--- src/hw/host_link_consts.vh ---
// Purpose: timing constants for the smart-converter host link controller
// Assumes: ref_clk at 125 MHz (8 ns)
// Notes: counts derived from printed times, least times rounded up
`ifndef HOST_LINK_CONSTS_VH
`define HOST_LINK_CONSTS_VH
`define CLK_PERIOD_PS 8000
`define T_BUF_PS 500000
`define T_HDSTA_PS 260000
`define T_LOW_PS 500000
`define T_HIGH_PS 260000
`define T_UPD_WAIT_PS 2000000
`define T_FRAME2LOAD_PS 1000000
`define T_LOAD_LOW_PS 2000000
`define T_SPI_WR_HALF_PS 10000
`define T_RD_SLOW_HALF_PS 400000
`define T_RD_FAST_HALF_PS 200000
`define CYC(ps) (((ps) + `CLK_PERIOD_PS - 1) / `CLK_PERIOD_PS)
`define CNT_W 10
`define ST_IDLE 4'h0
`define ST_I2C_START 4'h1
`define ST_I2C_BIT 4'h2
`define ST_I2C_STOP 4'h3
`define ST_SPI_SEL 4'h4
`define ST_SPI_BIT 4'h5
`define ST_SPI_END 4'h6
`define ST_GAP 4'h7
`define ST_LOAD 4'h8
`define ST_LOAD_HOLD 4'h9
`define PROTO_I2C 1'b0
`define PROTO_SPI 1'b1
`endif

--- src/hw/host_link_ctrl.v ---
// Purpose: host controller driving a smart converter over I2C or SPI, plus load strobe
// Assumes: one clock, link clock generated here by counting ref_clk cycles
// Notes: one frame per request; frame length is a request field
`include "host_link_consts.vh"

module host_link_ctrl #(
  parameter NBITS = 32,
  parameter NCH = 2
) (
  input wire ref_clk,
  input wire rstn,
  input wire req_valid,
  output wire req_ready,
  input wire req_proto,
  input wire req_read,
  input wire req_bcast,
  input wire req_load,
  input wire [NCH-1:0] req_chan,
  input wire [5:0] req_len,
  input wire [NBITS-1:0] req_data,
  input wire fast_readout_select,
  output reg [NBITS-1:0] rsp_data_q,
  output reg rsp_valid_q,
  output reg scl_o_q,
  output reg scl_oe_q,
  input wire sda_i,
  output reg sda_o_q,
  output reg sda_oe_q,
  output reg sclk_q,
  output reg mosi_q,
  output reg sync_n_q,
  input wire miso,
  output reg output_load_strobe_n_q
);
  localparam C_BUF = `CYC(`T_BUF_PS);
  localparam C_HDSTA = `CYC(`T_HDSTA_PS);
  localparam C_LOW = `CYC(`T_LOW_PS);
  localparam C_HIGH = `CYC(`T_HIGH_PS);
  localparam C_WAIT = `CYC(`T_UPD_WAIT_PS);
  localparam C_F2L = `CYC(`T_FRAME2LOAD_PS);
  localparam C_LDW = `CYC(`T_LOAD_LOW_PS);
  localparam C_WR = `CYC(`T_SPI_WR_HALF_PS);
  localparam C_RDS = `CYC(`T_RD_SLOW_HALF_PS);
  localparam C_RDF = `CYC(`T_RD_FAST_HALF_PS);

  // ----------------------------------------
  // Reset release and input synchronisers
  // ----------------------------------------
  reg [1:0] rst_sync_q;
  reg [1:0] sda_sync_q;
  reg [1:0] miso_sync_q;
  wire rst_n = rst_sync_q[1];
  always @(posedge ref_clk or negedge rstn) begin
    if (!rstn) begin
      rst_sync_q <= 2'h0;
    end else begin
      rst_sync_q <= {rst_sync_q[0], 1'b1};
    end
  end
  always @(posedge ref_clk or negedge rst_n) begin
    if (!rst_n) begin
      sda_sync_q <= 2'h3;
      miso_sync_q <= 2'h0;
    end else begin
      sda_sync_q <= {sda_sync_q[0], sda_i};
      miso_sync_q <= {miso_sync_q[0], miso};
    end
  end

  // ----------------------------------------
  // Per-channel update spacing
  // ----------------------------------------
  reg [`CNT_W-1:0] ch_wait_q [0:NCH-1];
  reg [`CNT_W-1:0] bc_wait_q;
  reg [3:0] st_q;
  reg upd_pulse_q;
  reg upd_bc_q;
  reg [NCH-1:0] upd_ch_q;

  function chan_busy;
    input [NCH-1:0] sel;
    integer k;
    begin
      chan_busy = 1'b0;
      for (k = 0; k < NCH; k = k + 1) begin
        if (sel[k] && ch_wait_q[k] != {`CNT_W{1'b0}}) begin
          chan_busy = 1'b1;
        end
      end
    end
  endfunction

  genvar g;
  generate
    for (g = 0; g < NCH; g = g + 1) begin : g_chw
      always @(posedge ref_clk or negedge rst_n) begin
        if (!rst_n) begin
          ch_wait_q[g] <= {`CNT_W{1'b0}};
        end else if (upd_pulse_q && (upd_ch_q[g] || upd_bc_q)) begin
          ch_wait_q[g] <= C_WAIT[`CNT_W-1:0];
        end else if (ch_wait_q[g] != {`CNT_W{1'b0}}) begin
          ch_wait_q[g] <= ch_wait_q[g] - 1'b1;
        end
      end
    end
  endgenerate

  wire bc_busy = bc_wait_q != {`CNT_W{1'b0}};
  wire write_req = !req_read && !req_load;
  wire spacing_ok = !write_req || (!bc_busy &&
    (req_bcast ? !chan_busy({NCH{1'b1}}) : !chan_busy(req_chan)));
  // the first frame fixes the protocol; mismatches are held off
  reg proto_set_q;
  reg proto_q;
  wire proto_ok = req_load || !proto_set_q || (req_proto == proto_q);
  // The spacing counters load one cycle after the answer, so hold off that cycle too
  assign req_ready = (st_q == `ST_IDLE) && !upd_pulse_q && spacing_ok && proto_ok;

  // ----------------------------------------
  // Frame sequencer
  // ----------------------------------------
  reg [`CNT_W-1:0] cnt_q;
  reg [5:0] bit_q;
  reg [1:0] ph_q;
  reg [NBITS-1:0] sh_q;
  reg rd_q;
  reg after_frame_q;
  wire [`CNT_W-1:0] spi_half = !rd_q ? C_WR[`CNT_W-1:0] :
    (fast_readout_select ? C_RDF[`CNT_W-1:0] : C_RDS[`CNT_W-1:0]);
  wire cnt_zero = cnt_q == {`CNT_W{1'b0}};

  always @(posedge ref_clk or negedge rst_n) begin
    if (!rst_n) begin
      st_q <= `ST_IDLE;
      cnt_q <= {`CNT_W{1'b0}};
      bit_q <= 6'h0;
      ph_q <= 2'h0;
      sh_q <= {NBITS{1'b0}};
      rd_q <= 1'b0;
      proto_set_q <= 1'b0;
      proto_q <= `PROTO_I2C;
      after_frame_q <= 1'b0;
      bc_wait_q <= {`CNT_W{1'b0}};
      upd_pulse_q <= 1'b0;
      upd_bc_q <= 1'b0;
      upd_ch_q <= {NCH{1'b0}};
      rsp_data_q <= {NBITS{1'b0}};
      rsp_valid_q <= 1'b0;
      scl_o_q <= 1'b1;
      scl_oe_q <= 1'b0;
      sda_o_q <= 1'b1;
      sda_oe_q <= 1'b0;
      sclk_q <= 1'b0;
      mosi_q <= 1'b0;
      sync_n_q <= 1'b1;
      output_load_strobe_n_q <= 1'b1;
    end else begin
      upd_pulse_q <= 1'b0;
      rsp_valid_q <= 1'b0;
      if (!cnt_zero) begin
        cnt_q <= cnt_q - 1'b1;
      end
      if (upd_pulse_q && upd_bc_q) begin
        bc_wait_q <= C_WAIT[`CNT_W-1:0];
      end else if (bc_busy) begin
        bc_wait_q <= bc_wait_q - 1'b1;
      end
      case (st_q)
        `ST_IDLE: begin
          if (req_valid && req_ready) begin
            sh_q <= req_data;
            bit_q <= req_len;
            rd_q <= req_read;
            upd_bc_q <= req_bcast;
            upd_ch_q <= req_chan;
            if (req_load) begin
              cnt_q <= after_frame_q ? C_F2L[`CNT_W-1:0] : {`CNT_W{1'b0}};
              st_q <= `ST_LOAD;
            end else begin
              proto_set_q <= 1'b1;
              proto_q <= req_proto;
              if (req_proto == `PROTO_SPI) begin
                sync_n_q <= 1'b0;
                cnt_q <= spi_half;
                st_q <= `ST_SPI_SEL;
              end else begin
                scl_oe_q <= 1'b1;
                sda_oe_q <= 1'b1;
                sda_o_q <= 1'b0;
                cnt_q <= C_HDSTA[`CNT_W-1:0];
                st_q <= `ST_I2C_START;
              end
            end
          end
        end
        `ST_I2C_START: begin
          if (cnt_zero) begin
            scl_o_q <= 1'b0;
            ph_q <= 2'h0;
            cnt_q <= C_LOW[`CNT_W-1:0];
            st_q <= `ST_I2C_BIT;
          end
        end
        `ST_I2C_BIT: begin
          if (cnt_zero) begin
            if (ph_q == 2'h0) begin
              // Low phase ends: data was set at its start, clock rises
              scl_o_q <= 1'b1;
              ph_q <= 2'h1;
              cnt_q <= C_HIGH[`CNT_W-1:0];
            end else begin
              sh_q <= {sh_q[NBITS-2:0], sda_sync_q[1]};
              scl_o_q <= 1'b0;
              ph_q <= 2'h0;
              cnt_q <= C_LOW[`CNT_W-1:0];
              bit_q <= bit_q - 6'h1;
              if (bit_q == 6'h1) begin
                sda_oe_q <= 1'b1;
                sda_o_q <= 1'b0;
                st_q <= `ST_I2C_STOP;
              end
            end
          end else if (ph_q == 2'h0 && cnt_q == C_LOW[`CNT_W-1:0] - 1'b1) begin
            sda_oe_q <= !rd_q;
            sda_o_q <= sh_q[NBITS-1];
          end
        end
        `ST_I2C_STOP: begin
          if (cnt_zero && scl_o_q == 1'b0) begin
            scl_o_q <= 1'b1;
            cnt_q <= C_HIGH[`CNT_W-1:0];
          end else if (cnt_zero) begin
            sda_o_q <= 1'b1;
            sda_oe_q <= 1'b0;
            scl_oe_q <= 1'b0;
            cnt_q <= C_BUF[`CNT_W-1:0];
            st_q <= `ST_GAP;
          end
        end
        `ST_SPI_SEL: begin
          if (cnt_zero) begin
            mosi_q <= sh_q[NBITS-1];
            sclk_q <= 1'b1;
            ph_q <= 2'h1;
            cnt_q <= spi_half;
            st_q <= `ST_SPI_BIT;
          end
        end
        `ST_SPI_BIT: begin
          if (cnt_zero) begin
            if (ph_q == 2'h1) begin
              // Falling edge: device samples mosi, readout settled since rise
              sclk_q <= 1'b0;
              sh_q <= {sh_q[NBITS-2:0], miso_sync_q[1]};
              ph_q <= 2'h0;
              cnt_q <= spi_half;
              bit_q <= bit_q - 6'h1;
              if (bit_q == 6'h1) begin
                st_q <= `ST_SPI_END;
              end
            end else begin
              mosi_q <= sh_q[NBITS-1];
              sclk_q <= 1'b1;
              ph_q <= 2'h1;
              cnt_q <= spi_half;
            end
          end
        end
        `ST_SPI_END: begin
          if (cnt_zero) begin
            sync_n_q <= 1'b1;
            cnt_q <= spi_half;
            st_q <= `ST_GAP;
          end
        end
        `ST_GAP: begin
          if (cnt_zero) begin
            rsp_data_q <= sh_q;
            rsp_valid_q <= 1'b1;
            upd_pulse_q <= !rd_q;
            after_frame_q <= 1'b1;
            st_q <= `ST_IDLE;
          end
        end
        `ST_LOAD: begin
          if (cnt_zero) begin
            output_load_strobe_n_q <= 1'b0;
            cnt_q <= C_LDW[`CNT_W-1:0];
            st_q <= `ST_LOAD_HOLD;
          end
        end
        `ST_LOAD_HOLD: begin
          if (cnt_zero) begin
            output_load_strobe_n_q <= 1'b1;
            after_frame_q <= 1'b0;
            rsp_valid_q <= 1'b1;
            st_q <= `ST_IDLE;
          end
        end
        default: begin
          st_q <= `ST_IDLE;
        end
      endcase
    end
  end
endmodule

--- config.mk ---
export PLATFORM = sky130hd
export DESIGN_NAME = host_link_ctrl
export DESIGN_NICKNAME = d
export VERILOG_FILES = /design/src/hw/host_link_ctrl.v
export VERILOG_INCLUDE_DIRS = /design/src /design/src/hw
export SDC_FILE = /design/constraint.sdc
export NUM_CORES = 1
export LEC_CHECK = 0
export ABC_AREA = 1
export BUFFER_PORTS_ARGS = -buffer_cell sky130_fd_sc_hd__buf_2
export CAP_MARGIN = 15
export CORE_MARGIN = 3
export CORE_UTILIZATION = 43
export DETAILED_ROUTE_END_ITERATION = 16
export PLACE_DENSITY = 0.65
export SETUP_SLACK_MARGIN = 0.1
export SYNTH_ARGS = -nofsm -noshare
export SYNTH_HDL_FRONTEND = slang
export SYNTH_SLANG_ARGS = --single-unit
--- constraint.sdc ---
create_clock -name ref_clk -period 4.05 [get_ports ref_clk]
set_input_delay 0.81 -clock ref_clk [delete_from_list [all_inputs] [get_ports ref_clk]]
set_output_delay 0.81 -clock ref_clk [all_outputs]
set_load 0.02 [all_outputs]
Word-level counts from Yosys, hierarchy flattened
Index checks and enable logic that the tools add are counted.

storage, ports and cells
  logic and storage cells = 235
  bits in registers = 139
  input port bits = 50

operators by class
  multiplexer cells = 102
  $add $sub $neg = 5
  bitwise operators = 2
  reductions and logical operators = 61
  eq/ne operators = 37

operators with widths
  cell                     count
  $mux W32                 5
  $mux W10                 13
  $pmux W32 S3             1
  $pmux W10 S6             1
  $mux W4                  14
  $mux W6                  8
  $mux W1                  40
  $sub A10 B1 Y10 const B  4
  $ne A2 B2 Y1 const B     19
  $pmux W4 S9              1
  $reduce_bool A10 Y1      3
  $pmux W6 S3              1
  $eq A4 B3 Y1 const B     4
  $reduce_bool A2 Y1       8
  $mux W7                  2
  $logic_and A1 B1 Y1      13
  $pmux W1 S2              6
  $reduce_and A12 Y1       1
  $reduce_and A3 Y1        4
  $reduce_and A6 Y1        2
  $eq A10 B6 Y1 const B    1
  $logic_not A10 Y1        1
  $reduce_and A5 Y1        2
  $logic_not A1 Y1         9
  25 further kinds         44

Depth between registers and ports, before layout
  depth after elaboration = 13
  mapped depth = 15

Worst setup path after synthesis
Ideal clock, no wire load.

  path kind = input-to-output
  start point = input port req_load
  end point = output port req_ready
  setup slack = 1.616 ns
  data required time = 3.240 ns
  data arrival time = 1.624 ns
  cell stages on the path = 4
  cell sequence = buf_2 > a21oi_1 > a211oi_2 > and2_1

on the way
  word-level cells in the longest chain between the ends = 6

RTL lines
  element                RTL line              RTL
  start: declaration     host_link_ctrl.v:17   input wire req_load,
  $logic_not A1 Y1       host_link_ctrl.v:109  wire write_req = !req_read && !req_load;
  $logic_and A1 B1 Y1    host_link_ctrl.v:109
  $logic_not A1 Y1       host_link_ctrl.v:110  wire spacing_ok = !write_req || (!bc_busy &&
  $logic_or A1 B1 Y1     host_link_ctrl.v:110
  $logic_and A1 B1 Y1    host_link_ctrl.v:117  assign req_ready = (st_q == `ST_IDLE) && !upd_pulse_q && spacing_ok && proto_ok;
  $logic_and A1 B1 Y1 *  host_link_ctrl.v:117
  end: declaration       host_link_ctrl.v:13   output wire req_ready,

Mark *: on every way between the ends. The rest lies on a longest branch, timed or not.

Worst setup path in the final report
  start point = register cnt_q[0]
  end point = register after_frame_q

on the way
  word-level cells in the longest chain between the ends = 3

RTL lines
  element                        RTL line              RTL
  start: declaration             host_link_ctrl.v:122  reg [`CNT_W-1:0] cnt_q;
  start signal: assignment       host_link_ctrl.v:135  cnt_q <= {`CNT_W{1'b0}};
  start signal: assignment       host_link_ctrl.v:161  cnt_q <= cnt_q - 1'b1;
  start signal: assignment       host_link_ctrl.v:177  cnt_q <= after_frame_q ? C_F2L[`CNT_W-1:0] : {`CNT_W{1'b0}};
  $logic_not A10 Y1 *            host_link_ctrl.v:130  wire cnt_zero = cnt_q == {`CNT_W{1'b0}};
  $ne A2 B2 Y1 (no line)         -
  $reduce_and A3 Y1 (no line) *  -
  end signal: assignment         host_link_ctrl.v:142  after_frame_q <= 1'b0;
  end signal: assignment         host_link_ctrl.v:281  after_frame_q <= 1'b1;
  end signal: assignment         host_link_ctrl.v:295  after_frame_q <= 1'b0;
  end: declaration               host_link_ctrl.v:127  reg after_frame_q;

Marks and branches as above.
A chain may end at the register's enable or synchronous reset.

==> results.cfg <==
[synthesis]
synth_most_common_cell = nand2_1
synth_edf_count = 0
syn-num-nets = 940
synth_seq_cells = 138
async_flop_share = 1.000
synth_flop_cell = dfrtp_1
netlist-cell-type-count = 46
syn_inst = 880
avgSynthCellArea_um2 = 8.039
synth_top_area_frac = 0.4669
synth_largest_area_cell = dfrtp_1
yosys-top-cells-area = dfrtp_1 (47%), nand2_1 (8.9%), inv_1 (7.0%), o21ai_0 (5.9%), nor2_1 (4.9%)
ys_top_cells_by_count = nand2_1 (168), dfrtp_1 (132), inv_1 (132), nor2_1 (92), o21ai_0 (83)
ys_seq_area_frac = 0.4892
synth.cell_area_um2 = 7074
yosys_warnings = 0

[worst_setup_path]
worstSetupStartpointType = register
arrival_ns = 3.27
required_ns = 4.36
worstPathMaxFanout = 64
end_kind = register
path_class = reg -> reg

[die]
ioPinCount = 92
die-area_um2 = 18030
start_util = 0.4421
rows = 46
die_y_um = 134.3
die_x_um = 134.3
core-area_um2 = 16000

[clocking]
cts_buffers = 17
clock_sinks = 138
cts_hold_buf = 0
cts_root_buffer = clkbuf_16
clk_pin_slew_ns = 0.07
clock_path_buffers = 2
cts_repair_resize_count = 0
clk_latency_ns = 0.43
cts_setup_buffers = 0
cts_tree = yes
htreeDepth = 4

[status]
status = finished clean

[place]
post-place-ws_ns = 1.115
io_buffer_count = 91
dpl.hpwl_um = 11090
dp.cells = 1166
globalplace.congestion = 0.8869

[power_and_ir_drop]
vdd_drop_max_mv = 0.4027
p_int_mw = 3.508
switching_share = 0.4167
p_per_area_nw_per_um2 = 726.6
pwr-share-clk = 0.262
p_comb_frac = 0.380
switchingPower_mw = 2.506
p_leak_nw = 4.335
seqPwrFrac = 0.358

[timing]
finClkSkew_ns = 0.01243
setup_violations = 0
whs_ns = 0.1479
hold_viol = 0
timing.final.max_slew_violations = 0
maxSlewHeadroom = 0.3067
worstMarginPinSlew_ns = 1.036
max_freq_mhz = 338.1
layout_min_cycle_time_ns = 2.958
rsz0062_at_grt = false
worst_slack_ns = 1.092
post-route-period-util = 0.7303
setup-tns-final_ns = 0

[grt]
grt_max_degree = 77
grt_pass1_wl_um = 26890
grt_pass1_vias = 5683
track_usage = 0.1832
overflow = 0
antenna_found_initial = 1

[final_layout]
fin_cells = 1198
nNetsFinal = 1029
fin_util = 0.5174
syn2layout_area_growth_pct = 17.01
multi_input_area_um2 = 2934
filler_cell_count = 1579
drive_gt1_frac = 0.1843
regArea_um2 = 3465
n_antenna_cell = 0

[drt]
drtAntennaViolNets = 0
wire_per_inst_um = 13.06
drt-initial-drc-count = 337
drcViolationCount = 0
wl_um = 15650
vias = 5925
drt-pass1-iter-count = 5
avgViaCountPerCell = 4.946

[flow_run]
cap_violations = 0

[min_path]
worst_hold_path_type = in -> async
## per-stage QoR
| stage | power, mW | area (µm²) |
|---|---|---|
| 6_report | 6.014 | 8278 |
| 5_1_grt | 6.533 | 8278 |
| 4_1_cts | 6.071 | 8278 |
| 3_5_place_dp | 4.460 | 7680 |
| 3_3_place_gp | 4.419 | 7680 |
| 2_1_floorplan | 4.040 | 7076 |
## area by class of cell
class | instances | share of cell area
Sequential cell | 138 | 0.4185
Timing Repair Buffer | 96 | 0.05955
Tap cell | 216 | 0.03265
Clock inverter | 15 | 0.02086
Inverter | 138 | 0.06258
Multi-Input combinational cell | 578 | 0.3544
Clock buffer | 17 | 0.05139
## registers in the layout, indices dropped and copies added, names as in the netlist, 2 cells and up
name / cells
rst_sync_q: 2
bc_wait_q: 10
upd_ch_q: 2
bit_q: 6
rsp_data_q: 32
cnt_q: 10
sda_sync_q: 2
ch_wait_q: 20
st_q: 4
miso_sync_q: 2
sh_q: 32
## layout by cell type (no fill, tap or decap), types with 3 or more instances in the layout
cell and instances:
nor2_4 3, nor2_1 92, a21oi_1 47, nand4_1 8
inv_6 6, o21ai_0 83, o31ai_1 4, nand3_1 42
a211oi_1 8, xor2_1 11, o21ai_2 10, mux2i_1 4
buf_4 5, o21ai_1 23, dfrtp_1 131, clkbuf_16 17
inv_2 6, nand2_1 168, buf_2 91, a31oi_1 4
ha_1 10, inv_8 5, nand2_2 15, dfstp_2 6
nor2_2 5, nor3_1 13, inv_1 132, xnor2_1 5
## layer usage
metal | wire length [µm] | track usage
met5 | 7 | 0
met2 | 6744 | 0.2684
met3 | 1280 | 0.07089
met4 | 253 | 0.06165
met1 | 7361 | 0.2498
## critical path: stages (launching register included)
cell and delay (ns):
dfrtp_1 0.38, inv_1 0.12, ha_1 0.21, nand3_1 0.09, nor2_2 0.05, nand2_1 0.40
inv_2 0.24, nand2_2 0.81, inv_1 0.24, o21ai_0 0.23, inv_1 0.06
## path summary, 6_finish.rpt
path,slack (ns),end,cells past startpoint,from
worst max-delay path,1.09,after_frame_q,10,cnt_q[0]
worst min-delay path,0.15,rst_sync_q[1],1,rstn
worst max register to register,1.09,after_frame_q,10,cnt_q[0]
worst min register to register,0.35,miso_sync_q[1],0,miso_sync_q[0]
max in group asynchronous,2.71,output_load_strobe_n_q,1,rst_sync_q[1]
min in group ref_clk,0.35,miso_sync_q[1],0,miso_sync_q[0]
## power by group through the flow
stage                     clock network, mW  logic [mW]  registers [mW]
after floorplan                           0        1.88            2.16
after global placement                    0        2.25            2.17
after detailed placement                  0        2.29            2.17
final                                  1.58        2.28            2.15
after global routing                   1.67        2.65            2.21
after CTS                              1.61        2.31            2.15
## cells by family after synthesis
| kind of cell | share of synthesized area |
|---|---|
| other | 0.0005301 |
| AOI/OAI and AO/OA | 0.1530 |
| xor gates and xnor gates | 0.01981 |
| adders and majority gates | 0.01769 |
| buffers and inverters | 0.09604 |
| DFF | 0.4892 |
| muxes | 0.005660 |
| and+or+nand+nor | 0.2181 |
Note: power is estimated with default switching activity, not from simulation.
